File: config.mk
export PLATFORM = sky130hd
export DESIGN_NAME = imc_top
export DESIGN_NICKNAME = d
export VERILOG_FILES = /design/src/verilog/imc_pkg.sv /design/src/verilog/imc_pin_detect.sv /design/src/verilog/imc_top.sv
export SDC_FILE = /design/constraint.sdc
export NUM_CORES = 1
export LEC_CHECK = 0
export BUFFER_PORTS_ARGS = -buffer_cell sky130_fd_sc_hd__buf_2
export CORE_MARGIN = 3
export CORE_UTILIZATION = 30
export DETAILED_ROUTE_END_ITERATION = 16
export SYNTH_ARGS = -nofsm -noshare
export SYNTH_HDL_FRONTEND = slang
export SYNTH_SLANG_ARGS = --single-unit
File: constraint.sdc
create_clock -name sys_clk -period 220.4 [get_ports sys_clk]
set_input_delay 33.06 -clock sys_clk [delete_from_list [all_inputs] [get_ports sys_clk]]
set_output_delay 33.06 -clock sys_clk [all_outputs]
set_load 0.02 [all_outputs]
File: src/verilog/imc_pkg.sv
package imc_pkg;
	// ==========================================================
	// sizes
	localparam int GROUPS = 11;
	localparam int GROUP_BITS = 8;
	localparam int PINS = 8;
	localparam int SRC_BITS = GROUPS * GROUP_BITS;
	localparam int CODE_W = 16;
	localparam int LEVEL_W = 5;
	localparam int PRIO_W = 4;

	// ==========================================================
	// register byte offsets
	localparam logic [7:0] OFS_CTRL0 = 8'h00;
	localparam logic [7:0] OFS_SENSE = 8'h04;
	localparam logic [7:0] OFS_PIN_REQ = 8'h08;
	localparam logic [7:0] OFS_EVENT = 8'h0C;
	localparam logic [7:0] OFS_PRIO_C = 8'h10;
	localparam logic [7:0] OFS_PRIO_D = 8'h14;
	localparam logic [7:0] OFS_PRIO_P0 = 8'h18;
	localparam logic [7:0] OFS_PRIO_P1 = 8'h1C;
	localparam logic [7:0] OFS_MASK_BASE = 8'h40;
	localparam logic [7:0] OFS_MCLR_BASE = 8'h80;
	localparam logic [7:0] OFS_GROUP_SPAN = 8'h2C;

	// ==========================================================
	// fields and reset values
	localparam int NMI_EDGE_BIT = 0;
	localparam logic [1:0] SENSE_FALL = 2'h0;
	localparam logic [1:0] SENSE_RISE = 2'h1;
	localparam logic [1:0] SENSE_LOW = 2'h2;
	localparam logic [1:0] SENSE_HIGH = 2'h3;
	localparam logic [7:0] MASK_RESET = 8'h00;
	localparam logic [15:0] PRIO_RESET = 16'h0000;
	localparam logic [31:0] PRIOP_RESET = 32'h0000_0000;

	// reserved bits per group read as zero and never request
	localparam logic [7:0] GROUP_VALID [GROUPS] = '{
		8'hFF, 8'hFF, 8'h1F, 8'h00, 8'h08, 8'hFF,
		8'hFF, 8'h1F, 8'h1F, 8'h1F, 8'h39
	};

	// ==========================================================
	// levels and event codes
	localparam logic [LEVEL_W-1:0] LEVEL_NMI = 5'h10;
	localparam logic [LEVEL_W-1:0] LEVEL_DEBUG = 5'h0F;
	localparam logic [CODE_W-1:0] CODE_NMI = 16'h01C0;
	localparam logic [CODE_W-1:0] CODE_DEBUG = 16'h05E0;
	localparam logic [CODE_W-1:0] CODE_PIN_BASE = 16'h0600;
	localparam logic [CODE_W-1:0] CODE_PERIPH_BASE = 16'h0800;
	localparam logic [CODE_W-1:0] CODE_STEP = 16'h0020;
	localparam logic [31:0] DEBUG_VECTOR_OFS = 32'h0000_0600;

	// ==========================================================
	// bus answer sequence, one bit flips per step except DONE back to IDLE
	typedef enum logic [1:0] {
		APB_IDLE = 2'b00,
		APB_WAIT = 2'b01,
		APB_DONE = 2'b11
	} imc_apb_t;
endpackage

File: src/verilog/imc_pin_detect.sv
`timescale 1ns/1ps
module imc_pin_detect
	import imc_pkg::*;
#(
	parameter int NPINS = 8
) (
	input wire logic sys_clk,
	input wire logic srst,
	input wire logic [NPINS-1:0] pinsN,
	input wire logic [2*NPINS-1:0] senseCtrl,
	input wire logic reqRead,
	input wire logic reqWrite,
	input wire logic [NPINS-1:0] reqWriteData,
	output logic [NPINS-1:0] request
);
	logic [NPINS-1:0] prev_reg;
	logic [NPINS-1:0] prev_next;
	logic [NPINS-1:0] armed_reg;
	logic [NPINS-1:0] armed_next;
	logic [NPINS-1:0] req_reg;
	logic [NPINS-1:0] req_next;

	initial begin
		if (NPINS < 1 || NPINS > 8) $error("imc_pin_detect: NPINS out of range");
	end

	// ==========================================================
	// sense and request bits
	always_comb begin
		logic [1:0] mode;
		logic hit;
		logic clr;
		mode = SENSE_FALL;
		hit = 1'b0;
		clr = 1'b0;
		prev_next = pinsN;
		armed_next = armed_reg;
		req_next = req_reg;
		for (int i = 0; i < NPINS; i++) begin
			mode = senseCtrl[2*i +: 2];
			if (mode == SENSE_LOW || mode == SENSE_HIGH) begin
				// level mode follows the pin only, writes have no effect
				req_next[i] = (mode == SENSE_LOW) ? ~pinsN[i] : pinsN[i];
				armed_next[i] = 1'b0;
			end else begin
				hit = (mode == SENSE_FALL) ? (prev_reg[i] & ~pinsN[i])
					: (~prev_reg[i] & pinsN[i]);
				// clear only after a read saw 1; a new edge beats the clear
				clr = reqWrite & ~reqWriteData[i] & armed_reg[i];
				req_next[i] = hit | (req_reg[i] & ~clr);
				if (reqRead && req_reg[i]) begin
					armed_next[i] = 1'b1;
				end else if (reqWrite) begin
					armed_next[i] = 1'b0;
				end
			end
		end
	end

	always_ff @(posedge sys_clk) begin
		if (srst) begin
			prev_reg <= '1;
			armed_reg <= '0;
			req_reg <= '0;
		end else begin
			prev_reg <= prev_next;
			armed_reg <= armed_next;
			req_reg <= req_next;
		end
	end

	assign request = req_reg;
endmodule

File: src/verilog/imc_top.sv
`timescale 1ns/1ps
// Contract
// - each mask-clear register is eight bits, write only, one per source group
// - writing 1 clears the matching mask bit; writing 0 leaves it
// - mask-clear bits map to sources exactly as mask bits do
// - reserved mask-clear bits read 0; software writes 0 there
// - levels 0 to 16, 16 highest; level 0 means ignored
// - nmi is level 16, taken when exception block bit is 0
// - in sleep or standby nmi is taken regardless and wakes the chip
// - nmi is edge detected, edge chosen by control register 0 bit
// - taking nmi, pin or peripheral interrupts leaves core mask level alone
// - debug interrupt taken between instructions, mask below 15, block bit 0
// - debug take saves pc and status, code 5E0, jumps base plus 600
// - eight active-low pins, level or edge, priority 0..15 from regs C, D
// - peripherals share one entry; each loads its own event code
// - each peripheral module has priority 0..15 from its registers
// - debug interrupt priority fixed at 15
// - writing 1 to a mask bit masks; 0 does nothing; read 0 is unmasked
// - level pin request follows the pin only; writes do not touch it
module imc_top
	import imc_pkg::*;
#(
	parameter int NGROUPS = imc_pkg::GROUPS
) (
	input wire logic sys_clk,
	input wire logic srst,
	input wire logic [7:0] paddr,
	input wire logic psel,
	input wire logic penable,
	input wire logic pwrite,
	input wire logic [31:0] pwdata,
	output logic [31:0] prdata,
	output logic pready,
	output logic pslverr,
	input wire logic [imc_pkg::PINS-1:0] extIntPinsN,
	input wire logic nmiPin,
	input wire logic [imc_pkg::SRC_BITS-1:0] periphReq,
	input wire logic debugIntCmd,
	input wire logic coreExceptionBlock,
	input wire logic [3:0] coreIntMaskLevel,
	input wire logic coreLowPower,
	input wire logic coreBetweenInstr,
	input wire logic [31:0] corePc,
	input wire logic [31:0] coreStatus,
	input wire logic [31:0] vectorBase,
	input wire logic intAck,
	output logic intReq,
	output logic [imc_pkg::LEVEL_W-1:0] intLevel,
	output logic [imc_pkg::CODE_W-1:0] intCode,
	output logic nmiWake,
	output logic debugTaken,
	output logic [31:0] savedPc,
	output logic [31:0] savedStatus,
	output logic [31:0] branchTarget
);
	initial begin
		if (NGROUPS != GROUPS) $error("imc_top: group count is fixed by the source map");
	end

	// ==========================================================
	// helpers
	function automatic logic [PRIO_W-1:0] nib(input logic [31:0] word, input int idx);
		nib = word[PRIO_W*idx +: PRIO_W];
	endfunction

	function automatic logic hitAddr(input logic [7:0] addr, input logic [7:0] base,
		output int grp);
		logic [7:0] rel;
		rel = addr - base;
		grp = int'(rel[7:2]);
		hitAddr = (addr >= base) && (rel < OFS_GROUP_SPAN) && (rel[1:0] == 2'b00);
	endfunction

	// ==========================================================
	// register state
	logic [7:0] mask_reg [GROUPS];
	logic [7:0] mask_next [GROUPS];
	logic [0:0] ctrl0_reg;
	logic [0:0] ctrl0_next;
	logic [15:0] sense_reg;
	logic [15:0] sense_next;
	logic [15:0] prioC_reg;
	logic [15:0] prioC_next;
	logic [15:0] prioD_reg;
	logic [15:0] prioD_next;
	logic [31:0] prioP0_reg;
	logic [31:0] prioP0_next;
	logic [31:0] prioP1_reg;
	logic [31:0] prioP1_next;
	logic [CODE_W-1:0] event_reg;
	logic [CODE_W-1:0] event_next;

	imc_apb_t apbState_reg;
	imc_apb_t apbState_next;
	logic [31:0] prdata_reg;
	logic [31:0] prdata_next;
	logic pready_reg;
	logic pready_next;
	logic pslverr_reg;
	logic pslverr_next;

	logic [PINS-1:0] pinReq;
	logic busDone;
	logic pinReqRead;
	logic pinReqWrite;
	logic debugAccept;
	logic nmiAccept;

	// a transfer completes at the edge where the master sees pready
	assign busDone = psel & penable & pready_reg;
	assign pinReqRead = busDone & ~pwrite & (paddr == OFS_PIN_REQ);
	assign pinReqWrite = busDone & pwrite & (paddr == OFS_PIN_REQ);

	imc_pin_detect #(
		.NPINS(PINS)
	) pinDetect (
		.sys_clk(sys_clk),
		.srst(srst),
		.pinsN(extIntPinsN),
		.senseCtrl(sense_reg),
		.reqRead(pinReqRead),
		.reqWrite(pinReqWrite),
		.reqWriteData(pwdata[PINS-1:0]),
		.request(pinReq)
	);

	// ==========================================================
	// apb slave: one wait state, answer registered
	always_comb begin
		logic [31:0] rd;
		logic err;
		int g;
		rd = '0;
		err = 1'b0;
		g = 0;
		apbState_next = apbState_reg;
		pready_next = 1'b0;
		prdata_next = prdata_reg;
		pslverr_next = 1'b0;
		if (hitAddr(paddr, OFS_MASK_BASE, g)) begin
			rd = {24'h0, mask_reg[g] & GROUP_VALID[g]};
		end else if (hitAddr(paddr, OFS_MCLR_BASE, g)) begin
			rd = '0;
		end else begin
			unique case (paddr)
				OFS_CTRL0: rd = {31'h0, ctrl0_reg};
				OFS_SENSE: rd = {16'h0, sense_reg};
				OFS_PIN_REQ: rd = {24'h0, pinReq};
				OFS_EVENT: rd = {16'h0, event_reg};
				OFS_PRIO_C: rd = {16'h0, prioC_reg};
				OFS_PRIO_D: rd = {16'h0, prioD_reg};
				OFS_PRIO_P0: rd = prioP0_reg;
				OFS_PRIO_P1: rd = prioP1_reg;
				default: err = 1'b1;
			endcase
		end
		unique case (apbState_reg)
			APB_IDLE: begin
				if (psel && !penable) begin
					apbState_next = APB_WAIT;
				end
			end
			APB_WAIT: begin
				if (psel && penable) begin
					apbState_next = APB_DONE;
					pready_next = 1'b1;
					prdata_next = (pwrite || err) ? 32'h0 : rd;
					pslverr_next = err;
				end else if (!psel) begin
					apbState_next = APB_IDLE;
				end
			end
			APB_DONE: begin
				apbState_next = (psel && !penable) ? APB_WAIT : APB_IDLE;
			end
		endcase
	end

	always_ff @(posedge sys_clk) begin
		if (srst) begin
			apbState_reg <= APB_IDLE;
			prdata_reg <= '0;
			pready_reg <= 1'b0;
			pslverr_reg <= 1'b0;
		end else begin
			apbState_reg <= apbState_next;
			prdata_reg <= prdata_next;
			pready_reg <= pready_next;
			pslverr_reg <= pslverr_next;
		end
	end

	assign prdata = prdata_reg;
	assign pready = pready_reg;
	assign pslverr = pslverr_reg;

	// ==========================================================
	// configuration registers and masks
	always_comb begin
		int g;
		g = 0;
		ctrl0_next = ctrl0_reg;
		sense_next = sense_reg;
		prioC_next = prioC_reg;
		prioD_next = prioD_reg;
		prioP0_next = prioP0_reg;
		prioP1_next = prioP1_reg;
		mask_next = mask_reg;
		if (busDone && pwrite) begin
			if (hitAddr(paddr, OFS_MASK_BASE, g)) begin
				mask_next[g] = mask_reg[g] | (pwdata[7:0] & GROUP_VALID[g]);
			end else if (hitAddr(paddr, OFS_MCLR_BASE, g)) begin
				// same bit layout as the mask registers
				mask_next[g] = mask_reg[g] & ~pwdata[7:0];
			end else begin
				unique case (paddr)
					OFS_CTRL0: ctrl0_next = pwdata[NMI_EDGE_BIT +: 1];
					OFS_SENSE: sense_next = pwdata[15:0];
					OFS_PRIO_C: prioC_next = pwdata[15:0];
					OFS_PRIO_D: prioD_next = pwdata[15:0];
					OFS_PRIO_P0: prioP0_next = pwdata;
					OFS_PRIO_P1: prioP1_next = pwdata;
					default: ;
				endcase
			end
		end
	end

	always_ff @(posedge sys_clk) begin
		if (srst) begin
			ctrl0_reg <= '0;
			sense_reg <= PRIO_RESET;
			prioC_reg <= PRIO_RESET;
			prioD_reg <= PRIO_RESET;
			prioP0_reg <= PRIOP_RESET;
			prioP1_reg <= PRIOP_RESET;
			for (int i = 0; i < GROUPS; i++) begin
				mask_reg[i] <= MASK_RESET;
			end
		end else begin
			ctrl0_reg <= ctrl0_next;
			sense_reg <= sense_next;
			prioC_reg <= prioC_next;
			prioD_reg <= prioD_next;
			prioP0_reg <= prioP0_next;
			prioP1_reg <= prioP1_next;
			mask_reg <= mask_next;
		end
	end

	// ==========================================================
	// nmi edge and debug command capture
	logic nmiPrev_reg;
	logic nmiPrev_next;
	logic nmiPend_reg;
	logic nmiPend_next;
	logic dbgPend_reg;
	logic dbgPend_next;
	logic nmiEdge;

	// pin taken as synchronous; a one-cycle pulse gives a clean edge
	assign nmiEdge = ctrl0_reg[0] ? (~nmiPrev_reg & nmiPin)
		: (nmiPrev_reg & ~nmiPin);

	always_comb begin
		nmiPrev_next = nmiPin;
		// a new edge wins over the acceptance that clears it
		nmiPend_next = nmiEdge | (nmiPend_reg & ~nmiAccept);
		dbgPend_next = debugIntCmd | (dbgPend_reg & ~debugAccept);
	end

	always_ff @(posedge sys_clk) begin
		if (srst) begin
			nmiPrev_reg <= 1'b0;
			nmiPend_reg <= 1'b0;
			dbgPend_reg <= 1'b0;
		end else begin
			nmiPrev_reg <= nmiPrev_next;
			nmiPend_reg <= nmiPend_next;
			dbgPend_reg <= dbgPend_next;
		end
	end

	// ==========================================================
	// arbitration: ties go to the lowest source index
	logic [LEVEL_W-1:0] bestLevel;
	logic [CODE_W-1:0] bestCode;
	logic nmiEligible;

	assign nmiEligible = nmiPend_reg & (~coreExceptionBlock | coreLowPower);

	always_comb begin
		logic [LEVEL_W-1:0] lvl;
		logic [PRIO_W-1:0] p;
		lvl = '0;
		p = '0;
		bestLevel = '0;
		bestCode = '0;
		for (int i = 0; i < PINS; i++) begin
			p = (i < 4) ? nib({16'h0, prioC_reg}, i) : nib({16'h0, prioD_reg}, i - 4);
			lvl = {1'b0, p};
			if (pinReq[i] && !mask_reg[0][i] && lvl > bestLevel) begin
				bestLevel = lvl;
				bestCode = CODE_PIN_BASE + CODE_STEP * CODE_W'(i);
			end
		end
		for (int g = 1; g < GROUPS; g++) begin
			p = (g < 9) ? nib(prioP0_reg, g - 1) : nib(prioP1_reg, g - 9);
			lvl = {1'b0, p};
			for (int b = 0; b < GROUP_BITS; b++) begin
				if (periphReq[g*GROUP_BITS + b] && GROUP_VALID[g][b] && !mask_reg[g][b]
					&& lvl > bestLevel) begin
					bestLevel = lvl;
					// each source carries its own code into one shared entry
					bestCode = CODE_PERIPH_BASE
						+ CODE_STEP * CODE_W'((g - 1) * GROUP_BITS + b);
				end
			end
		end
		if (nmiEligible) begin
			bestLevel = LEVEL_NMI;
			bestCode = CODE_NMI;
		end
	end

	// ==========================================================
	// core side: request, acceptance, debug entry
	logic intReq_reg;
	logic intReq_next;
	logic [LEVEL_W-1:0] intLevel_reg;
	logic [LEVEL_W-1:0] intLevel_next;
	logic [CODE_W-1:0] intCode_reg;
	logic [CODE_W-1:0] intCode_next;
	logic nmiWake_reg;
	logic nmiWake_next;
	logic debugTaken_reg;
	logic debugTaken_next;
	logic [31:0] savedPc_reg;
	logic [31:0] savedPc_next;
	logic [31:0] savedStatus_reg;
	logic [31:0] savedStatus_next;
	logic [31:0] branch_reg;
	logic [31:0] branch_next;

	// level 0 never wins since only higher levels than the mask are offered
	assign nmiAccept = intAck & intReq_reg & (intCode_reg == CODE_NMI);
	assign debugAccept = dbgPend_reg & coreBetweenInstr & ~coreExceptionBlock
		& ({1'b0, coreIntMaskLevel} < LEVEL_DEBUG) & ~nmiEligible;

	always_comb begin
		intReq_next = 1'b0;
		intLevel_next = '0;
		intCode_next = '0;
		// the core mask level is only read here, never driven
		if (bestLevel == LEVEL_NMI
			|| (!coreExceptionBlock && bestLevel > {1'b0, coreIntMaskLevel})) begin
			intReq_next = ~(intAck & intReq_reg);
			intLevel_next = bestLevel;
			intCode_next = bestCode;
		end
		event_next = event_reg;
		if (intAck && intReq_reg) begin
			event_next = intCode_reg;
		end
		nmiWake_next = nmiEdge & coreLowPower;
		debugTaken_next = debugAccept;
		savedPc_next = savedPc_reg;
		savedStatus_next = savedStatus_reg;
		branch_next = branch_reg;
		if (debugAccept) begin
			savedPc_next = corePc;
			savedStatus_next = coreStatus;
			event_next = CODE_DEBUG;
			branch_next = vectorBase + DEBUG_VECTOR_OFS;
		end
	end

	always_ff @(posedge sys_clk) begin
		if (srst) begin
			intReq_reg <= 1'b0;
			intLevel_reg <= '0;
			intCode_reg <= '0;
			event_reg <= '0;
			nmiWake_reg <= 1'b0;
			debugTaken_reg <= 1'b0;
			savedPc_reg <= '0;
			savedStatus_reg <= '0;
			branch_reg <= '0;
		end else begin
			intReq_reg <= intReq_next;
			intLevel_reg <= intLevel_next;
			intCode_reg <= intCode_next;
			event_reg <= event_next;
			nmiWake_reg <= nmiWake_next;
			debugTaken_reg <= debugTaken_next;
			savedPc_reg <= savedPc_next;
			savedStatus_reg <= savedStatus_next;
			branch_reg <= branch_next;
		end
	end

	assign intReq = intReq_reg;
	assign intLevel = intLevel_reg;
	assign intCode = intCode_reg;
	assign nmiWake = nmiWake_reg;
	assign debugTaken = debugTaken_reg;
	assign savedPc = savedPc_reg;
	assign savedStatus = savedStatus_reg;
	assign branchTarget = branch_reg;
endmodule

### After elaboration in Yosys (flattened, before gate mapping)

Memory sizes are Yosys's and may differ from the RTL's.
Index checks and enable logic that the tools add are counted.

| word-level totals | value |
|---|---|
| bits in latches | 0 |
| flip-flop bits (word level) | 394 |
| logic and storage cells | 698 |
| memories | 1 |
| ROM bits | 128 |
| RAM bits | 0 |

Memories:

| memory | depth | bits a word | rd ports | clocked after Yosys merged registers in | write ports | line | RTL |
|---|---|---|---|---|---|---|---|
| (name not given) | 16 | 8 | 1 | 0 | 0 | imc_top.sv:211 | `mask_next[g] = mask_reg[g] \| (pwdata[7:0] & GROUP_VALID[g]);` |

| operators by class | value |
|---|---|
| magnitude comparators | 67 |
| shifts and indexed selects | 0 |
| muxes and demuxes | 181 |
| add/sub/neg operators | 3 |
| eq/ne operators | 29 |
| reductions and logical operators | 249 |
| multipliers | 0 |
| bitwise gates (word level) | 121 |
| divide/modulo/power cells | 0 |

Operators by type and width:

| operator | number |
|---|---|
| $mux 13 | 55 |
| $mux 5 | 57 |
| $gt 4x5->1 | 56 |
| $pmux 32 s8 | 1 |
| $bwmux 88 | 2 |
| $mux 88 | 2 |
| $logic_and 1x1->1 | 133 |
| $mux 32 | 3 |
| $bmux 8 s4 | 2 |
| $demux 8 s4 | 2 |
| $ge 32x5->1 const B | 2 |
| $lt 32x1->1 const B | 2 |
| $mux 8 | 8 |
| $not 6->32 | 2 |
| $logic_not 1->1 | 59 |
| $reduce_or 59->1 | 1 |
| $and 1x1->1 | 58 |
| $not 1->1 | 45 |
| $mux 11 | 4 |
| $mux 1 | 39 |
| $eq 2x2->1 const B | 17 |
| $add 32x11->32 const B | 1 |
| $eq 8x5->1 const B | 4 |
| $and 8x8->8 | 3 |
| 32 further kinds | 92 |

### Depth between registers and ports, before layout

| depth | value |
|---|---|
| depth in word-level cells | 178 |
| gate-level depth with buffers | 447 |
| mapped depth without buffers | 431 |

### Modules after synthesis

A second synthesis with hierarchy kept.

| unflattened totals | value |
|---|---|
| cell total of the unflattened synthesis | 3511 |
| area total of the unflattened synthesis | 26555.5 um2 |

Modules (own cells, without submodules):

| module | sequential area each (um2) | times used | cells an instance | area each (um2) |
|---|---|---|---|---|
| imc_top | 7206.9 | 1 | 3395 | 25554.5 |
| imc_pin_detect | 480.5 | 1 | 116 | 1001.0 |

### Least setup slack after synthesis

OpenSTA, ideal clock, no wires.

| path | value |
|---|---|
| path type | in2reg |
| start point | input periphReq[8] (netlist bit) |
| end point | register intLevel_reg[3], in the netlist intLevel[3] |
| required time | 220.328 ns |
| cell stages on the path | 343 |
| library setup time | 0.072 ns |
| slack | 122.306 ns |
| arrival time | 98.023 ns |
| path through | nand4bb_1 > clkbuf_1 > inv_1 > nor2_1 > a21oi_1 > ha_1 > nor2b_1 > o21ai_0 > nand2b_1 > a21oi_1 > or4bb_1 > nand2_1 > nor2_1 > a21oi_1 > inv_1 > ha_1 > nor2b_1 > o21ai_0 > [... 307 more ...] > nor2b_1 > o21ai_0 > nand2b_1 > a21oi_1 > nor4bb_1 > nor2_1 > o21ai_1 > a21oi_4 > mux2i_1 > ha_1 > nand3_1 > o22ai_1 > nor2_1 > nor4_1 > and2_1 > clkbuf_1 > nand3_1 > mux2i_1 |

| on the way | value |
|---|---|
| word-level cells in the longest chain between the ends | 153 |
| elaborated cells between the ends (all ways) | 154 |
| classes of those cells | 49 x order compare; 1 x eq/ne; 50 x mux; 1 x bitwise; 53 x reduce/logical |

Ends and longest elaborated chain:

| item | line | RTL |
|---|---|---|
| start, declared | imc_top.sv:37 | `input wire logic [imc_pkg::SRC_BITS-1:0] periphReq,` |
| $logic_and 1x1->1 * | imc_top.sv:311 | `if (periphReq[g*GROUP_BITS + b] && GROUP_VALID[g][b] && !mask_reg[g][b]` |
| $logic_and 1x1->1 * | imc_top.sv:312 | `&& lvl > bestLevel) begin` |
| $mux 5 * | imc_top.sv:311 |  |
| $gt 4x5->1 | imc_top.sv:312 |  |
| $logic_and 1x1->1 | imc_top.sv:312 |  |
| $mux 5 * | imc_top.sv:311 |  |
| $gt 4x5->1 | imc_top.sv:312 |  |
| $logic_and 1x1->1 | imc_top.sv:312 |  |
| [... 138 more ...] | -- |  |
| $mux 5 * | imc_top.sv:311 |  |
| $mux 5 * | imc_top.sv:320 | `if (nmiEligible) begin` |
| via bestLevel[2] | imc_top.sv:286 | `logic [LEVEL_W-1:0] bestLevel;` |
| $gt 5x4->1 | imc_top.sv:356 | `\|\| (!coreExceptionBlock && bestLevel > {1'b0, coreIntMaskLevel})) begin` |
| $logic_and 1x1->1 | imc_top.sv:356 |  |
| $logic_or 1x1->1 * | imc_top.sv:356 |  |
| $not 1->1 (no line) * | -- |  |
| $reduce_or 2->1 (no line) * | -- |  |
| end signal, assigned | imc_top.sv:391 | `intLevel_reg <= intLevel_next;` |
| end, declared | imc_top.sv:330 | `logic [LEVEL_W-1:0] intLevel_reg;` |

Mark *: on every way through the listed nets, which the timed path passes. The rest lies on a longest branch.
A chain may end at the register's enable or synchronous reset.

### Worst setup path after layout

| path | value |
|---|---|
| start point | input periphReq[8] (netlist bit) |
| end point | register intLevel_reg[0], in the netlist intLevel[0] |

The elaborated chain is that of the path after synthesis.

==> flow_results.org <==
** Run status
- The flow ran to the end, and the final reports show no timing, DRC or antenna violations.

** Clocking
- Buffers added to address setup during post-CTS repair amount to 0.
- Number of hold-repair buffers added at the cts stage :: 0
- Root cell of the clock tree :: sky130_fd_sc_hd__clkbuf_16
- Total of cells resized after clock tree synthesis :: 0
- Sink Count :: 384
- Reg clk slew, reported paths :: 0.06 ns
- Buffers from clock root to sink, at most :: 3
- TritonCTS created 42 clock buffers.
- CTS H-Tree Depth :: 2
- TritonCTS built the clock tree.
- Clock network latency to the later pin of the worst-skew pair :: 0.60 ns

** Global routing
- Maximum number of pins on one net before global-route repair :: 99
- Number of global-route vias before repair :: 25432
- The total overflow left after global routing is 0.
- Global-route wire length before repair :: between 150 and 200 mm
- Antenna violations before repair :: 20
- Across every metal layer, demand over resource in global routing totals 0.217.

** Drt
- Remaining antenna violation count after routing :: 0
- Average wire length per cell after detail routing :: 21.1 um
- Initial DRC Count :: 2262
- DRC violation count after routing :: 0
- Number of vias in the routed layout :: approximately 27000
- Count of TritonRoute iterations in the first routing pass :: 7
- Dividing the detail-routed via count by the number of cells gives 5.50.
- The routed design has 103 mm of wire.

** STA
- Sum of negative setup slack :: 0 ns
- The number of hold violations in the final report came to 0.
- Based on the critical path, the design can be clocked at up to 9.36 MHz.
- The count of final max-slew check failures was 0.
- Between clock sinks in the finished design, the worst skew comes to 0.0295 ns.
- Setup repair after global routing left no endpoint under its margin.
- Headroom to the max-slew limit :: 0.116
- Of the available clock period, the critical path in the final layout requires 0.485.
- At the pin with the least slew margin, the transition time is 1.32 ns.
- Worst-case setup margin in the final layout :: 113.51 ns
- Tmin final :: 106.89 ns
- Setup violations remaining at the end of the flow were counted as 0.

** Place
- Number of cells after detailed placement :: 4804
- Instance area at placement :: 0.0289 mm^2
- Number of port buffers :: 353
- Setup slack at placement :: 113.63 ns
- At the end of routability-driven placement, the weighted congestion stood at 0.927.
- The wire-length estimate of the detail-placed layout is 79.6 mm.

** Power
- Peak supply drop :: 50.1 uV
- After layout, the design draws a total of 0.647 mW.
- Areal power density over the cells :: 21.3 mW/mm^2
- Leakage power :: ~12 nW

** Floorplanning
- In this run the horizontal extent of the chip is roughly 300 um.
- Std cell rows :: 108
- The total area inside the core boundary comes to roughly 0.087 mm^2.
- Die Ht :: 302 um
- For this configuration, the core starts out at a cell density of 0.303.
- Die ar. :: 0.0914 mm^2
- 401 I/O pins were placed.

** Logic synthesis
- Mean post-synth cell area :: 7.57 um^2
- Yosys mapped a number of flops with a built-in enable equal to 0.
- Of all flip-flops after synthesis, the portion carrying an async set or reset was 0.
- Post-synthesis sequential area ratio :: 0.292
- Cell area after synthesis :: around 0.026 mm^2
- Yosys printed 0 warnings.
- Counting flops and latches in the post-synthesis netlist gives roughly 380.
- Among all flip-flop cells after synthesis, the most frequent one is sky130_fd_sc_hd__dfxtp_1.
- Count of different cell masters after synthesis :: 130
- Cell count after synthesis :: 3480

** Worst setup path
- Nature of the critical path endpoint :: register
- The cell family contributing the most delay on the critical path is compound AO/OA/AOI/OAI gates.
- Endpoint of the most critical register-to-register path :: intLevel[0]
- Length in cells of the worst reg-to-reg path :: 393
- The critical path contains buffers and inverters numbering 24 combined.
- Biggest fanout along the worst timing path :: 14
- The critical path is of the primary input to register type.
- Register-to-Register Setup Slack :: 134.41 ns
- STA classifies the critical path startpoint as a primary input.
- The worst register-to-register path begins at pinDetect.request[0].
- Data arrival time at the worst-slack endpoint :: between 100 and 150 ns
- The most numerous cell type found on the critical path is sky130_fd_sc_hd__ha_1.
- For this run, the slowest stage of the critical path takes around 0.71 ns.
- Number of cells on the critical path :: around 330
- Required time worst endpoint :: 220.90 ns
- Among all stages on the critical path, the largest delay is contributed by sky130_fd_sc_hd__nor4bb_1.

** Cells and area
- Total area of multi-input combinational cells :: 0.0173 mm^2
- Sequential standard cell area :: 0.00769 mm^2
- Area added between synthesis and finish :: 15.3%
- The register with the most flip-flops in the layout has 88 of them.
- NumNets Final :: 4093
- Counting the fill cells in the layout gives 9228.
- In the final layout, the share of cells above drive strength 1 is 0.163.
- Final instance area :: 0.0304 mm^2
- Once layout is complete, the cells apart from fillers number about 5000.

** Worst hold path
- In this run the worst hold path is classified as register to register.
- For hold timing, the worst endpoint is savedPc[22].
- Hold Path Stages :: 2
- In this run the most critical hold path is launched from savedPc[22].

** Run
- Number of max-capacitance violations reported :: 0
## worst max-delay path by stage
stage	start	endpoint	slack, ns
after floorplan	periphReq[8]	intLevel[3]	122.31
after global placement	periphReq[8]	intLevel[0]	114.36
after detailed placement	periphReq[8]	intLevel[0]	113.63
after CTS	periphReq[8]	intLevel[0]	114.09
after global routing	periphReq[8]	intLevel[0]	106.96
final	periphReq[8]	intLevel[0]	113.51
## final cells by class
class,instances,share of cell area
inverter,142,0.0175
clock inverter,12,0.00610
tap,1155,0.0476
antenna,12,0.000988
sequential,384,0.253
multi-input combinational,2739,0.568
timing repair buffer,384,0.0661
clock buffer,62,0.0404
## metal layers
| metal | share of wire | up-vias | wire, um | track usage |
|---|---|---|---|---|
| met1 | 0.43 | 12586 | 43900 | 0.284 |
| li1 | - | 13081 | - | - |
| met5 | 0.00027 | - | 28 | 0 |
| met4 | 0.032 | 6 | 3310 | 0.0658 |
| met2 | 0.45 | 1043 | 46200 | 0.351 |
| met3 | 0.093 | 179 | 9600 | 0.0544 |
## worst register-to-register path, delay by kind of cell (launching register included)
family / cells / cell delay [ns]
AO/OA/AOI/OAI: 141 / 28.44
adder cells (fa/ha/maj): 58 / 17.40
buffers and inverters: 27 / 1.99
flip-flops: 1 / 0.41
multiplexers: 36 / 11.75
AND/OR/NAND/NOR: 131 / 25.99
## metrics by stage
stage	hold slack, ns	utilization
global route	0.468	0.349
finish	0.453	0.350
global placement	0.440	0.333
detailed placement	0.445	0.333
CTS	0.453	0.349
floorplan	0.436	-
## synthesized netlist by cell type (27+ instances only)
cell	n	area share
sky130_fd_sc_hd__mux2i_1	39	0.015
sky130_fd_sc_hd__mux2_2	63	0.027
sky130_fd_sc_hd__a21oi_1	330	0.063
sky130_fd_sc_hd__nor3_1	125	0.024
sky130_fd_sc_hd__nor2_1	286	0.041
sky130_fd_sc_hd__nor2b_1	63	0.015
sky130_fd_sc_hd__nand2_1	577	0.082
sky130_fd_sc_hd__dfxtp_1	384	0.29
sky130_fd_sc_hd__nand2b_1	49	0.012
sky130_fd_sc_hd__ha_1	153	0.073
sky130_fd_sc_hd__and2_1	53	0.013
sky130_fd_sc_hd__a22oi_1	78	0.022
sky130_fd_sc_hd__nand4_1	34	0.0081
sky130_fd_sc_hd__a31oi_1	50	0.012
sky130_fd_sc_hd__a22o_1	27	0.0090
sky130_fd_sc_hd__o21ai_0	103	0.020
sky130_fd_sc_hd__clkbuf_1	180	0.026
sky130_fd_sc_hd__and3_1	42	0.010
sky130_fd_sc_hd__a211oi_1	132	0.038
sky130_fd_sc_hd__nand3_1	58	0.011
sky130_fd_sc_hd__inv_1	139	0.020
## layout by cell type, fill, tap and decap left out, types with 14 or more instances in the layout
cell type	instances
sky130_fd_sc_hd__nand3b_1	23
sky130_fd_sc_hd__ha_1	153
sky130_fd_sc_hd__buf_2	352
sky130_fd_sc_hd__o21ai_0	103
sky130_fd_sc_hd__a31oi_1	50
sky130_fd_sc_hd__mux2_2	63
sky130_fd_sc_hd__xnor2_1	18
sky130_fd_sc_hd__nand3_1	58
sky130_fd_sc_hd__or2_2	14
sky130_fd_sc_hd__xor2_1	14
sky130_fd_sc_hd__and2_1	53
sky130_fd_sc_hd__and3_1	42
sky130_fd_sc_hd__a22o_1	27
sky130_fd_sc_hd__nor3_1	125
sky130_fd_sc_hd__clkbuf_16	42
sky130_fd_sc_hd__a211oi_1	132
sky130_fd_sc_hd__nor2b_1	61
sky130_fd_sc_hd__buf_4	31
sky130_fd_sc_hd__nor2_1	286
sky130_fd_sc_hd__o21ai_1	20
sky130_fd_sc_hd__a21oi_1	330
sky130_fd_sc_hd__a21o_1	18
sky130_fd_sc_hd__nand2_1	575
sky130_fd_sc_hd__mux2i_1	39
sky130_fd_sc_hd__nand4_1	34
sky130_fd_sc_hd__a222oi_1	18
sky130_fd_sc_hd__dfxtp_1	384
sky130_fd_sc_hd__inv_1	139
sky130_fd_sc_hd__a22oi_1	78
sky130_fd_sc_hd__nand2b_1	49
sky130_fd_sc_hd__o211ai_1	23
sky130_fd_sc_hd__a221o_1	20
## power by group
part	switching (mW)	leakage (nW)	internal, mW
Combinational	0.300	8.27	0.204
Sequential	0.000817	3.10	0.0710
Clock	0.0315	0.681	0.0404
Total	0.332	12.1	0.315
## logic make-up (layout without fill, tap and decap cells)
logic type / count (synthesis) / in the layout / synth area share
multiplexers: 109 / 109 / 0.0463
other: 1 / 20 / 0.000142
AND/OR/NAND/NOR: 1402 / 1402 / 0.250
XOR/XNOR: 34 / 34 / 0.0119
adder cells (fa/ha/maj): 160 / 160 / 0.0755
buffers and inverters: 364 / 600 / 0.0545
flip-flops: 384 / 384 / 0.292
AO/OA/AOI/OAI: 1026 / 1026 / 0.270
Power figures use the tool's default switching activity.
